==> config.mk <==
export PLATFORM = sky130hd
export DESIGN_NAME = fsr_ctrl
export DESIGN_NICKNAME = d
export VERILOG_FILES = /design/src/logic/fsr_pkg.sv /design/src/logic/fsr_tmr_if.sv /design/src/logic/fsr_latency_timer.sv /design/src/logic/fsr_ctrl.sv
export SDC_FILE = /design/constraint.sdc
export NUM_CORES = 1
export LEC_CHECK = 0
export ABC_AREA = 1
export BUFFER_PORTS_ARGS = -buffer_cell sky130_fd_sc_hd__buf_2
export CAP_MARGIN = 25
export CORE_ASPECT_RATIO = 0.9
export CORE_MARGIN = 2
export CORE_UTILIZATION = 61
export CTS_CLUSTER_SIZE = 30
export DETAILED_ROUTE_END_ITERATION = 16
export GPL_TIMING_DRIVEN = 1
export PLACE_DENSITY = 0.94
export SLEW_MARGIN = 30
export SYNTH_ARGS = -nofsm -noshare
export SYNTH_HDL_FRONTEND = slang
export SYNTH_SLANG_ARGS = --single-unit
==> constraint.sdc <==
create_clock -name i_core_clk -period 5.3 [get_ports i_core_clk]
set_clock_uncertainty 0.05 [all_clocks]
set_input_delay 1.59 -clock i_core_clk [delete_from_list [all_inputs] [get_ports i_core_clk]]
set_output_delay 1.59 -clock i_core_clk [all_outputs]
set_load 0.03 [all_outputs]
==> src/logic/fsr_pkg.sv <==
// Package: opcodes, timing and types for the flash suspend/resume control
package fsr_pkg;
   ////////////////////////////////////////////////////////////////////////////
   // Always-permitted commands
   localparam logic [7:0] OPC_RDSR_A = 8'h05, OPC_RDSR_B = 8'h35, OPC_RDSR_C = 8'h15;
   localparam logic [7:0] OPC_RDSR_I = 8'h65, OPC_ACT_INT = 8'h25, OPC_TERM = 8'hF0;
   localparam logic [7:0] OPC_RST_EN = 8'h66, OPC_RST = 8'h99, OPC_DPD_EXIT = 8'hAB;
   localparam logic [7:0] OPC_ID_A = 8'h9F, OPC_ID_B = 8'h90, OPC_ID_C = 8'h94;
   // Suspend and resume
   localparam logic [7:0] OPC_HALT_A = 8'h75, OPC_HALT_B = 8'hB0;
   localparam logic [7:0] OPC_RES_A = 8'h7A, OPC_RES_B = 8'hD0;
   // Permitted while suspended
   localparam logic [7:0] OPC_RD_A = 8'h03, OPC_RD_B = 8'h0B, OPC_RD_C = 8'h3B;
   localparam logic [7:0] OPC_RD_D = 8'h6B, OPC_RD_E = 8'hEB, OPC_RD_F = 8'hE7;
   localparam logic [7:0] OPC_BUF_RD = 8'hD4, OPC_WREN = 8'h06, OPC_WRDI = 8'h04;
   localparam logic [7:0] OPC_VWREN = 8'h50, OPC_LKST_A = 8'h3C, OPC_LKST_B = 8'h3D;
   localparam logic [7:0] OPC_OTP_RD = 8'h4B, OPC_SFDP = 8'h5A, OPC_WRAP = 8'h77;
   localparam logic [7:0] OPC_BATT = 8'hEF;
   // Permitted only during erase suspension, other block for programs
   localparam logic [7:0] OPC_BUF_WR = 8'h84, OPC_PP_A = 8'h02, OPC_PP_B = 8'hA2;
   localparam logic [7:0] OPC_PP_C = 8'h32, OPC_BUF_PP = 8'h88, OPC_SEQ_A = 8'hAD;
   localparam logic [7:0] OPC_SEQ_B = 8'hAF;
   // Named refusals
   localparam logic [7:0] OPC_WRSR_I = 8'h71, OPC_SR_LOCK = 8'h6F, OPC_DPD = 8'hB9;
   localparam logic [7:0] OPC_UDPD = 8'h79;
   ////////////////////////////////////////////////////////////////////////////
   // Timing: latencies as longest times, rounded down
   localparam int CLK_PERIOD_NS   = 50;
   localparam int HALT_LAT_NS     = 20000;
   localparam int CONT_LAT_NS     = 20000;
   localparam int HALT_LAT_CYC    = (HALT_LAT_NS / CLK_PERIOD_NS < 1) ? 1
                                    : HALT_LAT_NS / CLK_PERIOD_NS;
   localparam int CONT_LAT_CYC    = (CONT_LAT_NS / CLK_PERIOD_NS < 1) ? 1
                                    : CONT_LAT_NS / CLK_PERIOD_NS;
   localparam int TMR_W           = 12;
   localparam int BLK_W           = 4;
   localparam logic [BLK_W-1:0] BLK_RST = 4'h0;
   ////////////////////////////////////////////////////////////////////////////
   typedef enum logic [1:0] {KIND_NONE, KIND_PROG, KIND_ERASE, KIND_FIXED} fsr_kind_t;
   typedef enum logic [1:0] {PEND_NONE, PEND_HALT, PEND_RES} fsr_pend_t;
endpackage : fsr_pkg

==> src/logic/fsr_tmr_if.sv <==
// Interface between the control core and its latency timer
`timescale 1ns/1ps
interface fsr_tmr_if;
   import fsr_pkg::*;
   logic             start;
   logic [TMR_W-1:0] count;
   logic             busy;
   modport ctrl (output start, output count, input busy);
   modport tmr  (input start, input count, output busy);
endinterface : fsr_tmr_if

==> src/logic/fsr_latency_timer.sv <==
// Down-counting latency window timer
`timescale 1ns/1ps
module fsr_latency_timer
   import fsr_pkg::*;
(
   // Clock and reset
   input  wire logic i_core_clk,
   input  wire logic i_reset,
   // Control side
   fsr_tmr_if.tmr    tmr
);
   typedef struct packed {
      logic [TMR_W-1:0] cnt;
   } fsr_tmr_st_t;

   fsr_tmr_st_t st_r;
   fsr_tmr_st_t st_nxt;

   always_comb
   begin
      st_nxt = st_r;
      if (tmr.start)
      begin
         st_nxt.cnt = tmr.count;
      end
      else if (st_r.cnt != '0)
      begin
         st_nxt.cnt = st_r.cnt - 12'h001;
      end
   end

   always_ff @(posedge i_core_clk)
   begin
      if (i_reset)
      begin
         st_r <= '0;
      end
      else
      begin
         st_r <= st_nxt;
      end
   end

   assign tmr.busy = (st_r.cnt != '0);
endmodule : fsr_latency_timer

==> src/logic/fsr_ctrl.sv <==
// Command admission and program/erase suspend-resume control
//
// Function
// - While busy, only status, interrupt, terminate, reset, ID, wake and suspend commands pass.
// - Program suspended: SFDP, wrap, battery pass; status write, lock, power-downs refused.
// - Erase suspended: SFDP, wrap, battery pass; status lock and power-down refused.
// - During erase suspension, programs only target another 64 kB block.
// - Suspend at chip select rise: halt, set paused and kind flag, clear busy.
// - Suspend ignored during status writes, lock, OTP, chip erase, RMW, sequential.
// - Program may run in erase suspension; erase refused in program suspension.
// - Suspend and resume ignore the write enable latch.
// - Suspend only with complete opcode and byte-aligned chip select rise.
// - Reads of the suspended area give undefined data.
// - Two resume opcodes, identical behaviour.
// - Resume accepted only with a suspended flag set and busy clear.
// - Resume clears the kind flag, paused when both clear, and sets busy.
// - After resume chip select rise, restart the operation within the latency.
// - Resume only with complete opcode and byte-aligned chip select rise.
// - Suspend ignored while a resume takes effect.
// - With both suspended, first resume restarts the program, next the erase.
// - Two suspend opcodes, executed when chip select rises.
// - Refused commands are dropped without action or write latch change.
`timescale 1ns/1ps
module fsr_ctrl
   import fsr_pkg::*;
(
   // Clock and reset
   input  wire logic             i_core_clk,
   input  wire logic             i_reset,
   // Command decoder: opcode after its eighth clock
   input  wire logic             i_cmd_valid,
   input  wire logic [7:0]       i_cmd_opcode,
   input  wire logic [BLK_W-1:0] i_cmd_block,
   output logic                  o_cmd_accept,
   output logic                  o_cmd_drop,
   output logic                  o_read_undefined,
   // Chip select deassertion event
   input  wire logic             i_cs_rise,
   input  wire logic             i_cs_aligned,
   // Array sequencer
   input  wire logic             i_op_start,
   input  wire fsr_kind_t        i_op_kind,
   input  wire logic [BLK_W-1:0] i_op_block,
   input  wire logic             i_op_done,
   output logic                  o_suspend_req,
   output logic                  o_resume_req,
   output logic                  o_resume_is_erase,
   output logic                  o_latency_busy,
   // Status flags
   output logic                  o_ready_busy_flag,
   output logic                  o_paused_op_flag,
   output logic                  o_program_suspended_flag,
   output logic                  o_erase_suspended_flag
);
   ////////////////////////////////////////////////////////////////////////////
   typedef struct packed {
      logic             busy;
      logic             paused;
      logic             prg_held;
      logic             ers_held;
      fsr_kind_t        run;
      logic [BLK_W-1:0] run_blk;
      logic [BLK_W-1:0] prg_blk;
      logic [BLK_W-1:0] ers_blk;
      fsr_pend_t        pend;
      logic             halt_req;
      logic             res_req;
      logic             res_erase;
   } fsr_st_t;

   fsr_st_t st_r;
   fsr_st_t st_nxt;

   fsr_tmr_if tmr_if ();

   fsr_latency_timer u_timer (
      .i_core_clk (i_core_clk),
      .i_reset    (i_reset),
      .tmr        (tmr_if.tmr)
   );

   ////////////////////////////////////////////////////////////////////////////
   // Opcode classes
   function automatic logic is_halt(input logic [7:0] op);
      is_halt = (op == OPC_HALT_A) || (op == OPC_HALT_B);
   endfunction : is_halt

   function automatic logic is_res(input logic [7:0] op);
      is_res = (op == OPC_RES_A) || (op == OPC_RES_B);
   endfunction : is_res

   function automatic logic is_always(input logic [7:0] op);
      case (op)
         OPC_RDSR_A, OPC_RDSR_B, OPC_RDSR_C, OPC_RDSR_I, OPC_ACT_INT, OPC_TERM,
         OPC_RST_EN, OPC_RST, OPC_DPD_EXIT, OPC_ID_A, OPC_ID_B, OPC_ID_C:
            is_always = 1'b1;
         default:
            is_always = 1'b0;
      endcase
   endfunction : is_always

   function automatic logic is_read(input logic [7:0] op);
      case (op)
         OPC_RD_A, OPC_RD_B, OPC_RD_C, OPC_RD_D, OPC_RD_E, OPC_RD_F:
            is_read = 1'b1;
         default:
            is_read = 1'b0;
      endcase
   endfunction : is_read

   function automatic logic is_held_ok(input logic [7:0] op);
      case (op)
         OPC_BUF_RD, OPC_WREN, OPC_WRDI, OPC_VWREN, OPC_LKST_A, OPC_LKST_B,
         OPC_OTP_RD, OPC_SFDP, OPC_WRAP, OPC_BATT:
            is_held_ok = 1'b1;
         default:
            is_held_ok = is_read(op);
      endcase
   endfunction : is_held_ok

   function automatic logic is_prog(input logic [7:0] op);
      case (op)
         OPC_PP_A, OPC_PP_B, OPC_PP_C, OPC_BUF_PP, OPC_SEQ_A, OPC_SEQ_B:
            is_prog = 1'b1;
         default:
            is_prog = 1'b0;
      endcase
   endfunction : is_prog

   ////////////////////////////////////////////////////////////////////////////
   // Admission
   logic can_suspend;
   logic can_resume;
   logic allowed;

   // Write latch plays no part in either decision
   assign can_suspend = st_r.busy && (st_r.run == KIND_PROG || st_r.run == KIND_ERASE)
                        && !tmr_if.busy;
   assign can_resume  = (st_r.prg_held || st_r.ers_held) && !st_r.busy
                        && !tmr_if.busy;

   always_comb
   begin
      allowed = 1'b0;
      if (is_always(i_cmd_opcode))
      begin
         allowed = 1'b1;
      end
      else if (st_r.busy)
      begin
         allowed = is_halt(i_cmd_opcode) && can_suspend;
      end
      else if (st_r.prg_held)
      begin
         allowed = is_held_ok(i_cmd_opcode)
                   || (is_res(i_cmd_opcode) && can_resume);
      end
      else if (st_r.ers_held)
      begin
         allowed = is_held_ok(i_cmd_opcode) || (i_cmd_opcode == OPC_BUF_WR)
                   || (is_res(i_cmd_opcode) && can_resume)
                   || (is_prog(i_cmd_opcode) && i_cmd_block != st_r.ers_blk);
      end
      else
      begin
         allowed = !is_halt(i_cmd_opcode) && !is_res(i_cmd_opcode);
      end
   end

   assign o_cmd_accept     = i_cmd_valid && allowed;
   assign o_cmd_drop       = i_cmd_valid && !allowed;
   assign o_read_undefined = i_cmd_valid && allowed && is_read(i_cmd_opcode)
                             && ((st_r.prg_held && i_cmd_block == st_r.prg_blk)
                             || (st_r.ers_held && i_cmd_block == st_r.ers_blk));

   ////////////////////////////////////////////////////////////////////////////
   // Sequencing
   logic cs_ok;
   logic do_halt;
   logic do_res;

   assign cs_ok   = i_cs_rise && i_cs_aligned;
   assign do_halt = cs_ok && st_r.pend == PEND_HALT && can_suspend;
   assign do_res  = cs_ok && st_r.pend == PEND_RES && can_resume;

   always_comb
   begin
      st_nxt           = st_r;
      st_nxt.halt_req  = 1'b0;
      st_nxt.res_req   = 1'b0;
      tmr_if.start     = 1'b0;
      tmr_if.count     = '0;
      if (o_cmd_accept && is_halt(i_cmd_opcode))
      begin
         st_nxt.pend = PEND_HALT;
      end
      else if (o_cmd_accept && is_res(i_cmd_opcode))
      begin
         st_nxt.pend = PEND_RES;
      end
      else if (o_cmd_accept)
      begin
         st_nxt.pend = PEND_NONE;
      end
      if (i_cs_rise)
      begin
         st_nxt.pend = PEND_NONE;
         case (st_r.pend)
            PEND_HALT:
            begin
               if (do_halt)
               begin
                  st_nxt.busy     = 1'b0;
                  st_nxt.paused   = 1'b1;
                  st_nxt.halt_req = 1'b1;
                  st_nxt.run      = KIND_NONE;
                  tmr_if.start    = 1'b1;
                  tmr_if.count    = TMR_W'(HALT_LAT_CYC);
                  if (st_r.run == KIND_PROG)
                  begin
                     st_nxt.prg_held = 1'b1;
                     st_nxt.prg_blk  = st_r.run_blk;
                  end
                  else
                  begin
                     st_nxt.ers_held = 1'b1;
                     st_nxt.ers_blk  = st_r.run_blk;
                  end
               end
            end
            PEND_RES:
            begin
               if (do_res)
               begin
                  st_nxt.busy    = 1'b1;
                  st_nxt.res_req = 1'b1;
                  tmr_if.start   = 1'b1;
                  tmr_if.count   = TMR_W'(CONT_LAT_CYC);
                  if (st_r.prg_held)
                  begin
                     st_nxt.prg_held  = 1'b0;
                     st_nxt.paused    = st_r.ers_held;
                     st_nxt.run       = KIND_PROG;
                     st_nxt.run_blk   = st_r.prg_blk;
                     st_nxt.res_erase = 1'b0;
                  end
                  else
                  begin
                     st_nxt.ers_held  = 1'b0;
                     st_nxt.paused    = 1'b0;
                     st_nxt.run       = KIND_ERASE;
                     st_nxt.run_blk   = st_r.ers_blk;
                     st_nxt.res_erase = 1'b1;
                  end
               end
            end
            default:
            begin
               st_nxt.pend = PEND_NONE;
            end
         endcase
      end
      // New operation admitted by the decoder; erase never starts while
      // a program is suspended, since admission refused it
      if (i_op_start && !st_r.busy)
      begin
         st_nxt.busy    = 1'b1;
         st_nxt.run     = i_op_kind;
         st_nxt.run_blk = i_op_block;
      end
      else if (i_op_done && st_r.busy)
      begin
         st_nxt.busy = 1'b0;
         st_nxt.run  = KIND_NONE;
      end
   end

   always_ff @(posedge i_core_clk)
   begin
      if (i_reset)
      begin
         st_r <= '{busy: 1'b0, paused: 1'b0, prg_held: 1'b0, ers_held: 1'b0, run: KIND_NONE,
                   run_blk: BLK_RST, prg_blk: BLK_RST, ers_blk: BLK_RST,
                   pend: PEND_NONE, halt_req: 1'b0, res_req: 1'b0, res_erase: 1'b0};
      end
      else
      begin
         st_r <= st_nxt;
      end
   end

   assign o_suspend_req            = st_r.halt_req;
   assign o_resume_req             = st_r.res_req;
   assign o_resume_is_erase        = st_r.res_erase;
   assign o_latency_busy           = tmr_if.busy;
   assign o_ready_busy_flag        = st_r.busy;
   assign o_paused_op_flag         = st_r.paused;
   assign o_program_suspended_flag = st_r.prg_held;
   assign o_erase_suspended_flag   = st_r.ers_held;
endmodule : fsr_ctrl

# Word level (Yosys, flattened, before mapping)
# Cells that the tools add are included.
[classes]
n_addsub = 1
eq_ne = 52
muxes = 54
n_bitwise = 4
n_reduce_logical = 63
[ops]
columns = ["operator", "count"]
rows = [
  ["8-bit == test, second input constant", 17],
  ["8-bit by 7-bit == test with 1-bit output, second input constant", 9],
  ["8-bit by 6-bit == test with 1-bit output, second input constant", 6],
  ["1-bit 2-to-1 mux", 29],
  ["9-bit 2-to-1 mux", 3],
  ["8-bit by 3-bit == test with 1-bit output, second input constant", 3],
  ["12-bit 2-to-1 mux", 2],
  ["1-bit logical AND", 23],
  ["23-bit 2-to-1 mux", 1],
  ["9-bit case mux with 2 select lines", 1],
  ["8-bit by 2-bit == test with 1-bit output, second input constant", 2],
  ["4-bit 2-to-1 mux", 4],
  ["8-bit 2-to-1 mux", 2],
  ["4-bit AND reduction", 4],
  ["2-bit 2-to-1 mux", 7],
  ["6-bit 2-to-1 mux", 2],
  ["6-bit case mux with 2 select lines", 1],
  ["12-bit nonzero test", 1],
  ["2-bit nonzero test", 6],
  ["12-bit OR reduction", 1],
  ["6-bit OR reduction", 2],
  ["12-bit by 1-bit subtractor with 12-bit output, second input constant", 1],
  ["10-bit 2-to-1 mux", 1],
  ["5-bit AND reduction", 2],
  ["other kinds (18)", 44],
]
[word_totals]
reg_bits = 35
out_inout_bits = 11
word_cells = 188

# Logic depth before layout (Yosys ltp)
# Gate-level depths: netlist of the first run.
[depth]
word_depth = 22
mapped_depth = 17
depth_no_buf = 17

# Hierarchy
# A second synthesis of the first run with hierarchy kept.
[unflattened]
hier_cells = 406
hier_area_um2 = 2491.1
[modules_own_cells]
columns = ["mod", "instances", "cells_per_inst", "area_each_um2"]
rows = [
  ["fsr_ctrl", 1, 280, 1689.1],
  ["fsr_latency_timer", 1, 126, 802.0],
]

# Worst setup path before layout of the first run
# OpenSTA, ideal clock, no wires.
[synth_path]
path_type = "input to output"
start = "input port i_cmd_opcode[0]"
end = "output port o_read_undefined"
arrival_ps = 2892
required_ps = 3660
slack_ps = 768
stages = 11
path_cell_list = "nor2_1 -> nand2_1 -> o21ai_1 -> nand3_1 -> nand2_1 -> nor2_1 -> nand2_1 -> nand2_1 -> nand2_2 -> nand2_2 -> nor3b_2"
[synth_between]
elab_chain_len = 18
word_cells_on_any_way = 77
classes_between = "39 x eq/ne; 19 x mux; 19 x reduce/logical"
[synth_rtl]
columns = ["element", "line_no", "rtl"]
rows = [
  ["from (decl)", "fsr_ctrl.sv:32", "input wire logic [7:0] i_cmd_opcode,"],
  ["8-bit by 2-bit == test with 1-bit output, or another cell as far along", "fsr_ctrl.sv:103", "case (op)"],
  ["6-bit OR reduction", "fsr_ctrl.sv:103", ""],
  ["1-bit 2-to-1 mux", "fsr_ctrl.sv:103", ""],
  ["1-bit 2-to-1 mux", "fsr_ctrl.sv:112", "case (op)"],
  ["1-bit 2-to-1 mux", "fsr_ctrl.sv:158", "else if (st_r.ers_held)"],
  ["1-bit 2-to-1 mux", "fsr_ctrl.sv:153", "else if (st_r.prg_held)"],
  ["1-bit 2-to-1 mux", "fsr_ctrl.sv:149", "else if (st_r.busy)"],
  ["1-bit 2-to-1 mux", "fsr_ctrl.sv:145", "if (is_always(i_cmd_opcode))"],
  ["[2 not listed]", "-", ""],
  ["1-bit logical OR", "fsr_ctrl.sv:162", "|| (is_prog(i_cmd_opcode) && i_cmd_block != st_r.ers_blk);"],
  ["1-bit 2-to-1 mux", "fsr_ctrl.sv:158", ""],
  ["1-bit 2-to-1 mux", "fsr_ctrl.sv:153", ""],
  ["1-bit 2-to-1 mux", "fsr_ctrl.sv:149", ""],
  ["1-bit 2-to-1 mux", "fsr_ctrl.sv:145", ""],
  ["1-bit logical AND", "fsr_ctrl.sv:172", "assign o_read_undefined = i_cmd_valid && allowed && is_read(i_cmd_opcode)"],
  ["1-bit logical AND (*)", "fsr_ctrl.sv:172", ""],
  ["1-bit logical AND (*)", "fsr_ctrl.sv:173", "&& ((st_r.prg_held && i_cmd_block == st_r.prg_blk)"],
  ["to (decl)", "fsr_ctrl.sv:36", "output logic o_read_undefined,"],
]
# Every way passes the cells marked *; elsewhere a longest branch is shown, timed or not. The select of a mux whose other input is x is not followed.

# Worst setup path in the final report of the first run
[layout_path]
start = "input port i_cmd_opcode[4]"
end = "output port o_read_undefined"
# The elaborated chain is that of the path after synthesis.

==> results.yml, run 1 <==
clocking:
  clk_latency_ns: 0.30
  cts_setup_buffers: 0
  ctsHoldBuffers: 0
  clkSlewWorstSetupHoldPaths_ns: 0.08
  cts_sinks: 35
  cts_tree: "done"
  root_buffer: "clkbuf_8"
  numCtsBuffers: 5
  cts.htree.levels: 2
  clock_path_buffers: 2
  cts_resized: 0
floorplan:
  io_pins: 36
  dieHeight_um: 63.5
  start_util_pct: 63.9
  die_width_um: 70.1
  fp.dieArea_um2: 4450
  placementRows: 21
  coreArea_um2: 3760
worst_setup_path:
  cp_max_fo: 6
  path_common_cell: "nand2_1"
  critPathBufInv: 2
  endpoint_kind: "output port"
  critical_path.top_delay_family: "simple AND/OR/NAND/NOR gates"
  r2r_start: "u_timer.st_r[0]$_SDFFE_PP0P_"
  required_ns: 3.66
  cp_data_arrival_time_ns: 3.22
  cpMaxStageDelayCell: "nor2_1"
  r2r-end: "o_program_suspended_flag$_SDFFE_PP0P_"
  critical_path_class: "input port to output port"
  slowest_delay_ns: 0.24
  start_kind: "input port"
  crit_chain: "buf_2 > nor2_1 > nand2_2 > nand3_1 > nand2_1 > nand2_1 > nand2_1 > nand2_1 > nand2_1 > nand2_1 > nand2_1 > nand2_2 > nand2_2 > nor3b_2 > buf_2"
  reg2reg_depth: 13
  r2r_slack_ns: 3.24
synthesis:
  synth_top_family_by_area: "simple AND/OR/NAND/NOR gates"
  synthCells: 374
  synth_cell_type_count: 38
  synth_edf_count: 0
  yosys.area_share.simple_pct: 39.6
  synth_flop_cell: "dfxtp_1"
  synth-seq-area-share_pct: 29.2
  synthesis.area_um2: 2400
  yosysWarnings: 0
  synth.avg_cell_area_um2: 6.42
  synth_compound_area_share_pct: 14.0
  synthXorXnorAreaFrac_pct: 4.74
  async_reset_ff_share_pct: 0
  ys_ff_latch: 35
  synth_nets: 404
  yosys.area_share.adder_pct: 2.61
  muxShareOfSynthArea_pct: 0.417
timing:
  timing.final.crit_period_ns: 4.86
  maxSlewHeadroom_pct: 71.9
  rsz0062_at_grt: "false"
  tns_ns: 0
  fmax_mhz: 206
  finalCritPeriodShare_pct: 91.7
  tightest_slew_ns: 0.422
  hold_violations: 0
  maxSlewViolCount: 0
  setup_viol: 0
power:
  p_switching_mw: 0.413
  p_leak_nw: 1.25
  peakVddDrop_mv: 0.300
  p_comb_share_pct: 41.9
  internal_power_mw: 0.556
  power_frac_clock_pct: 21.7
  swShare_pct: 42.6
  cellPowerDensity_nw_per_um2: 358
  p_seq_share_pct: 36.4
global_route:
  grt_first_pass_wirelength_um: 10400
  grt_max_degree: 21
  antenna_found_initial: 0
  grt_pass1_vias: 2466
  track_usage_pct: 28.9
  grt_overflow: 0
route:
  drtIter0Drc: 173
  post-route-drc-count: 0
  vias_per_cell: 5.62
  ant_nets: 0
  vias: 2567
  wl_per_cell_um: 13.1
  drtPass1Iterations: 5
  routed_wl_um: 6000
min_path:
  whs_path_depth: 2
  hold_start: "st_r[13]$_SDFFE_PP0P_"
  min-delay-path-class: "register to register"
  whs_endpoint: "st_r[9]$_SDFFE_PP0P_"
final_layout:
  syn_to_final_growth_pct: 12.8
  final_common_cell: "nand2_1"
  most-common-layout-cells: "90 x nand2_1, 53 x inv_1, 43 x nor2_1"
  antenna_cells: 0
  drive_gt1_share_pct: 18.0
  fin_cells: 457
  nNetsFinal: 440
  utilization_pct: 72.1
place:
  place.gp.congestion: 0.994
  dp_hpwl_um: 4570
  dp.cells: 449
  portBuffers: 35
status:
  outcome: "finished clean"
run:
  max_cap_violations: 0
[cell type report]
| class | instances | area, um2 |
|---|---|---|
| clock buffers | 6 | 82.6 |
| clock inverters | 2 | 16.3 |
| fillers | 295 | 1050 |
| inverters | 54 | 203 |
| multi-input cells | 279 | 1470 |
| flip-flops and latches | 35 | 701 |
| well taps | 46 | 57.6 |
| repair buffers | 35 | 175 |
[per-stage QoR]
step                      cell area [um2]  setup WS (ns)  hold slack, ns  total power [mW]
after global placement               2610          0.509           0.403             0.737
after floorplan                      2400          0.768           0.394             0.666
after detailed placement             2610          0.452           0.417             0.756
after CTS                            2710          0.440           0.429             0.965
final                                2710          0.442           0.428             0.968
after global routing                 2710          0.262           0.449              1.05
[synth_stat cells, drive strengths merged, types with 2 or more instances]
cell / instances / share of area, %
a21oi: 28 / 6.0
a31oi: 6 / 1.6
buf: 2 / 0.42
clkbuf: 4 / 0.63
dfxtp: 35 / 29
ha: 5 / 2.6
inv: 54 / 8.4
nand2: 99 / 17
nand3: 25 / 5.6
nand4: 7 / 1.8
nor2: 53 / 10
nor3: 10 / 2.7
nor3b: 3 / 1.4
nor4: 3 / 1.0
o211ai: 2 / 0.63
o21ai: 16 / 3.3
xnor2: 8 / 2.9
xor2: 5 / 1.8
[metal layers]
metal / wire length [um] / part of all wire, % / GRT usage [%]
met3: 497 / 8.3 / 9.60
met4: 116 / 1.9 / 11.5
met1: 2620 / 44 / 35.9
met5: 0 / 0 / 0
met2: 2770 / 46 / 46.2
[state kept, by name, summed over array words and instances, names as in the netlist]
register                  flops
st_r                         16
u_timer.st_r                 12
o_paused_op_flag              1
o_resume_req                  1
o_program_suspended_flag      1
o_resume_is_erase             1
o_erase_suspended_flag        1
o_ready_busy_flag             1
o_suspend_req                 1
[power by group through the flow]
| stage | combinational (mW) | sequential (mW) | clock (mW) |
|---|---|---|---|
| after floorplan | 0.316 | 0.350 | 0 |
| after global placement | 0.382 | 0.355 | 0 |
| after detailed placement | 0.400 | 0.356 | 0 |
| after CTS | 0.402 | 0.351 | 0.213 |
| after global routing | 0.465 | 0.357 | 0.226 |
| final | 0.406 | 0.352 | 0.210 |
[kinds of logic after synthesis]
| kind of cell | after synthesis |
|---|---|
| fa+ha+maj | 5 |
| buf+inv | 60 |
| simple gates | 201 |
| xor+xnor | 13 |
| flops | 35 |
| mux | 1 |
| compound gates | 59 |
[worst reg2reg max path, cell delays in order (launching register included)]
cell     delay, ns
dfxtp_1       0.30
inv_1         0.16
ha_1          0.19
nand2_1       0.10
nor2_2        0.19
nand2_4       0.11
nor2_2        0.14
nand3_2       0.14
nand2_2       0.13
nand2_4       0.07
nor2_2        0.12
nand2_1       0.09
o21ai_1       0.13
a21oi_1       0.05
[worst max-delay path by stage]
stage                                   to       startpoint  depth (start not counted)
after detailed placement  o_read_undefined  i_cmd_opcode[4]                         15
after CTS                 o_read_undefined  i_cmd_opcode[4]                         15
after global routing      o_read_undefined  i_cmd_opcode[7]                         16
final                     o_read_undefined  i_cmd_opcode[4]                         15
after global placement    o_read_undefined  i_cmd_opcode[1]                         13
after floorplan           o_read_undefined  i_cmd_opcode[0]                         11
(Power assumes the default switching activity.)
==> inputs of run 2 (changes only) <==
--- a/config.mk
+++ b/config.mk
@@ -8,9 +8,11 @@
 export ABC_AREA = 1
 export BUFFER_PORTS_ARGS = -buffer_cell sky130_fd_sc_hd__buf_2
 export CAP_MARGIN = 25
+export CELL_PAD_IN_SITES_DETAIL_PLACEMENT = 1
+export CELL_PAD_IN_SITES_GLOBAL_PLACEMENT = 1
 export CORE_ASPECT_RATIO = 0.9
 export CORE_MARGIN = 2
-export CORE_UTILIZATION = 61
+export CORE_UTILIZATION = 43
 export CTS_CLUSTER_SIZE = 30
 export DETAILED_ROUTE_END_ITERATION = 16
 export GPL_TIMING_DRIVEN = 1
==> constraint.sdc (replaced) <==
create_clock -name i_core_clk -period 5.3 [get_ports i_core_clk]
set_clock_uncertainty 0.05 [all_clocks]
set_input_delay 1.59 -clock i_core_clk [delete_from_list [all_inputs] [get_ports i_core_clk]]
set_output_delay 1.59 -clock i_core_clk [all_outputs]
set_load 0.02 [all_outputs]
==> results.yml, run 2 (synthesis gave the netlist of run 1 again) <==
route:
  drtPass1Iterations: 4
  routed_wl_um: 7670
  post-route-drc-count: 0
  vias_per_cell: 5.42
  wl_per_cell_um: 16.1
  ant_nets: 0
  vias: 2592
  drtIter0Drc: 141
place:
  place_area_um2: 2640
  dp_hpwl_um: 5660
  portBuffers: 35
  place.gp.congestion: 0.956
final_layout:
  largest_reg_flops: 16
  antenna_cells: 0
  final_area_um2: 2740
  most-common-layout-cells: "90 x nand2_1, 53 x inv_1, 43 x nor2_1"
  largest-register: "st_r"
  utilization_pct: 51.5
  final_common_cell: "nand2_1"
  top_regs: "st_r: 16 flops, u_timer.st_r: 12 flops"
  fill_cells: 762
  drive_gt1_share_pct: 18.0
  syn_to_final_growth_pct: 14.1
  nNetsFinal: 440
status:
  outcome: "finished clean"
worst_setup_path:
  cp_data_arrival_time_ns: 3.19
  required_ns: 3.66
  r2r_slack_ns: 3.06
  start_kind: "input port"
  cp_max_fo: 5
  r2r_start: "u_timer.st_r[0]$_SDFFE_PP0P_"
  cp-startpoint: "i_cmd_opcode[7]"
  critical_path_class: "input port to output port"
  r2r-end: "st_r[17]$_SDFFE_PP0P_"
  endpoint_kind: "output port"
  crit_end: "o_read_undefined"
  reg2reg_depth: 14
floorplan:
  fp.dieArea_um2: 6200
  io_pins: 36
  placementRows: 25
  start_util_pct: 45.2
  coreArea_um2: 5320
  die_width_um: 82.8
  dieHeight_um: 74.9
timing:
  setup_viol: 0
  timing.final.crit_period_ns: 4.83
  whs_ns: 0.436
  rsz0062_at_grt: "false"
  finalCritPeriodShare_pct: 91.2
  maxSlewHeadroom_pct: 67.7
  maxSlewViolCount: 0
  hold_violations: 0
  tns_ns: 0
  fmax_mhz: 207
  tightest_slew_ns: 0.484
clocking:
  clkSlewWorstSetupHoldPaths_ns: 0.07
  cts_tree: "done"
  cts_setup_buffers: 0
  cts.htree.levels: 2
  clock_path_buffers: 2
  ctsHoldBuffers: 0
  cts_sinks: 35
  numCtsBuffers: 5
  cts_resized: 0
  clk_latency_ns: 0.30
  root_buffer: "clkbuf_8"
power:
  cellPowerDensity_nw_per_um2: 367
  peakVddDrop_mv: 0.205
  p_leak_nw: 1.25
  power_mw: 1.01
global_route:
  grt_pass1_vias: 2700
  grt_max_degree: 21
  grt_first_pass_wirelength_um: 12400
  antenna_found_initial: 0
  grt_overflow: 0
  track_usage_pct: 26.4
run:
  max_cap_violations: 0
min_path:
  min-delay-path-class: "register to register"
## run 2: worst min-delay path by stage
stage                          startpoint                     to  cells after the start
finish              st_r[13]$_SDFFE_PP0P_   st_r[5]$_SDFFE_PP0P_                      2
floorplan           st_r[14]$_SDFFE_PP0P_  st_r[14]$_SDFFE_PP0P_                      2
CTS                 st_r[13]$_SDFFE_PP0P_   st_r[5]$_SDFFE_PP0P_                      2
detailed placement  st_r[16]$_SDFFE_PP0P_  st_r[16]$_SDFFE_PP0P_                      2
global route        st_r[13]$_SDFFE_PP0P_   st_r[9]$_SDFFE_PP0P_                      2
global placement    st_r[16]$_SDFFE_PP0P_  st_r[16]$_SDFFE_PP0P_                      2
## run 2: final cells by class
cell class,instances,area (um2),share of cell area [%]
multi-input cells,279,1470,53.8
flip-flops and latches,35,701,25.6
inverters,54,203,7.40
repair buffers,35,175,6.40
clock buffers,7,96.3,3.52
well taps,67,83.8,3.06
clock inverters,1,7.51,0.274
## run 2: metal layers
layer	routed length [um]	share of wire, %	track usage [%]	up-vias
met1	3480	45	33.2	1222
met3	487	6.3	5.64	10
met2	3620	47	45.8	84
met4	94	1.2	7.47	0
li1	-	-	-	1276
met5	0	0	0	-
## run 2: power breakdown
group	internal [mW]	switching [mW]	leakage, nW
Combinational	0.141	0.282	0.916
Clock	0.118	0.107	0.0505
Sequential	0.309	0.0479	0.286
Total	0.569	0.437	1.25
## run 2: critical path, stage by stage
cell	delay, ns
buf_2	0.13
inv_1	0.11
nand2_1	0.08
nor2_1	0.24
nand2_1	0.09
o21ai_1	0.12
nand3_1	0.11
nand2_1	0.08
nor2_1	0.04
nand2_1	0.05
nand2_1	0.06
nand2_2	0.09
nand2_2	0.09
nor3b_2	0.15
buf_2	0.18
## run 2: metrics by stage
step / worst slack (ns) / std cells
floorplan: 0.879 / 374
global placement: 0.542 / 470
detailed placement: 0.482 / 470
CTS: 0.462 / 478
global route: 0.254 / 478
finish: 0.469 / 478
==> inputs of run 3 (changes only) <==
--- a/config.mk
+++ b/config.mk
@@ -5,14 +5,13 @@
 export SDC_FILE = /design/constraint.sdc
 export NUM_CORES = 1
 export LEC_CHECK = 0
-export ABC_AREA = 1
 export BUFFER_PORTS_ARGS = -buffer_cell sky130_fd_sc_hd__buf_2
 export CAP_MARGIN = 25
 export CELL_PAD_IN_SITES_DETAIL_PLACEMENT = 1
 export CELL_PAD_IN_SITES_GLOBAL_PLACEMENT = 1
 export CORE_ASPECT_RATIO = 0.9
 export CORE_MARGIN = 2
-export CORE_UTILIZATION = 43
+export CORE_UTILIZATION = 45
 export CTS_CLUSTER_SIZE = 30
 export DETAILED_ROUTE_END_ITERATION = 16
 export GPL_TIMING_DRIVEN = 1
==> results.yml, run 3 <==
status:
  outcome: "finished clean"
synthesis:
  synth_flop_cell: "dfxtp_1"
  synth_nets: 329
  synthCells: 299
  async_reset_ff_share_pct: 0
  yosysTopAreaCell: "dfxtp_1"
  yosysTopAreaCellShare_pct: 29.9
  ys_ff_latch: 35
  synth_edf_count: 0
  synth-seq-area-share_pct: 29.9
  synthTopCellsByCount: "35 x dfxtp_1, 33 x nor2_1, 26 x nand2_1, 15 x a21oi_1, 15 x clkbuf_1"
  synth_cell_type_count: 58
  synth_most_common_cell: "dfxtp_1"
  synth.avg_cell_area_um2: 7.83
  yosys-top-cells-area: "dfxtp_1 30%, nor2_1 5.3%, xnor2_1 4.5%"
  synthesis.area_um2: 2340
  yosysWarnings: 0
clocking:
  cts.htree.levels: 2
  cts_tree: "done"
  clock_path_buffers: 2
  clkSlewWorstSetupHoldPaths_ns: 0.07
  cts_sinks: 35
  clk_latency_ns: 0.30
  ctsHoldBuffers: 0
  numCtsBuffers: 5
  root_buffer: "clkbuf_8"
power:
  p_leak_nw: 1.06
  swShare_pct: 37.5
  peakVddDrop_mv: 0.206
  p_seq_share_pct: 41.0
  power_frac_clock_pct: 22.8
  p_switching_mw: 0.314
  cellPowerDensity_nw_per_um2: 316
  internal_power_mw: 0.524
  p_comb_share_pct: 36.2
  power_mw: 0.838
worst_setup_path:
  endpoint_kind: "output port"
  path_common_cell: "buf_2"
  cpMaxStageDelayCell: "or4b_2"
  critical_path_class: "input port to output port"
  critical_path.top_delay_family: "simple AND/OR/NAND/NOR gates"
  cp_max_fo: 2
  slowest_delay_ns: 0.64
  critPathBufInv: 2
  required_ns: 3.66
  cp_data_arrival_time_ns: 3.57
  crit_chain: "buf_2 > or4b_2 > a2111oi_0 > a21oi_1 > nand4_1 > o311ai_1 > nor3_1 > buf_2"
  start_kind: "input port"
timing:
  fmax_mhz: 192
  maxSlewViolCount: 0
  layout_setup_ws_ns: 0.0947
  tns_ns: 0
  finalCritPeriodShare_pct: 98.2
  timing.final.crit_period_ns: 5.21
  tightest_slew_ns: 0.636
  maxSlewHeadroom_pct: 57.5
  setup_viol: 0
  whs_ns: 0.426
  hold_violations: 0
final_layout:
  utilization_pct: 53.8
  final_area_um2: 2650
  fin_cells: 393
  top_regs: "st_r: 16 flops, u_timer.st_r: 12 flops"
  most-common-layout-cells: "35 x buf_2, 35 x dfxtp_1, 33 x nor2_1"
  largest-register: "st_r"
  antenna_cells: 0
  largest_reg_flops: 16
  drive_gt1_share_pct: 19.8
  syn_to_final_growth_pct: 13.1
  nNetsFinal: 357
route:
  routed_wl_um: 6860
  wl_per_cell_um: 17.4
  vias_per_cell: 6.03
  ant_nets: 0
  vias: 2369
  drtPass1Iterations: 5
  post-route-drc-count: 0
  drtIter0Drc: 152
floorplan:
  io_pins: 36
  coreArea_um2: 4920
  fp.dieArea_um2: 5800
  dieHeight_um: 72.4
  start_util_pct: 47.6
  placementRows: 24
  die_width_um: 80.1
global_route:
  grt_first_pass_wirelength_um: 11600
  antenna_found_initial: 0
  track_usage_pct: 25.5
  grt_max_degree: 26
  grt_pass1_vias: 2389
  grt_overflow: 0
place:
  dp_hpwl_um: 4950
  place.gp.congestion: 0.854
  dp.cells: 385
  pre_cts_ws_ns: 0.0927
  portBuffers: 35
  place_area_um2: 2550
run:
  max_cap_violations: 0
min_path:
  min-delay-path-class: "register to register"
[run 3: worst register-to-register path, cell delays in order (launching register included)]
cell     delay [ns]
dfxtp_1        0.38
nor4_2         0.44
and4_4         0.33
inv_2          0.10
or3_1          0.58
a22oi_2        0.42
mux2i_1        0.26
a31oi_1        0.11
[run 3: cell type report]
| class | count | area, um2 |
|---|---|---|
| Fill cell | 646 | 2270 |
| Multi-Input combinational cell | 231 | 1520 |
| Sequential cell | 35 | 701 |
| Timing Repair Buffer | 40 | 213 |
| Tap cell | 65 | 81.3 |
| Clock buffer | 6 | 72.6 |
| Inverter | 14 | 52.6 |
| Clock inverter | 2 | 12.5 |
[run 3: power by group through the flow]
stage                     Sequential, mW  Combinational [mW]  Clock, mW
final                              0.344               0.303      0.191
after global routing               0.349               0.339      0.204
after CTS                          0.342               0.304      0.194
after detailed placement           0.345               0.298          0
after global placement             0.343               0.281          0
after floorplan                    0.336               0.236          0
[run 3: final timing paths]
path                            slack (ns)                                  end                          from  cells past startpoint
worst min-delay path                  0.43                 st_r[5]$_SDFFE_PP0P_         st_r[13]$_SDFFE_PP0P_                      2
worst max-delay path                  0.09                     o_read_undefined               i_cmd_opcode[4]                      8
worst min register to register        0.43                 st_r[5]$_SDFFE_PP0P_         st_r[13]$_SDFFE_PP0P_                      2
worst max register to register        2.50  o_erase_suspended_flag$_SDFFE_PP0P_  u_timer.st_r[2]$_SDFFE_PP0P_                      7
[run 3: timing repair]
action / in CTS / in global routing
buffers inserted: 0 / 0
setup endpoints to repair: 0 / 2
gates resized for setup: 0 / 3
endpoints found under the hold margin: 0 / 0
[run 3: layer usage]
| layer | global-route usage [%] | vias to the layer above | part of all wire [%] |
|---|---|---|---|
| met1 | 32.4 | 1155 | 45 |
| met5 | 0 | - | 0 |
| met4 | 8.66 | 0 | 2.2 |
| li1 | - | 1133 | - |
| met2 | 43.6 | 63 | 48 |
| met3 | 4.85 | 18 | 4.2 |
[run 3: cells by family (layout without fill, tap and decap cells)]
kind of cell,count (synthesis),count (layout),share of synthesized area [%]
xor+xnor,22,22,8.23
fa+ha+maj,5,5,2.67
simple gates,132,132,30.1
mux,11,11,4.91
compound gates,61,61,18.2
flops,35,35,29.9
buf+inv,33,62,6.04
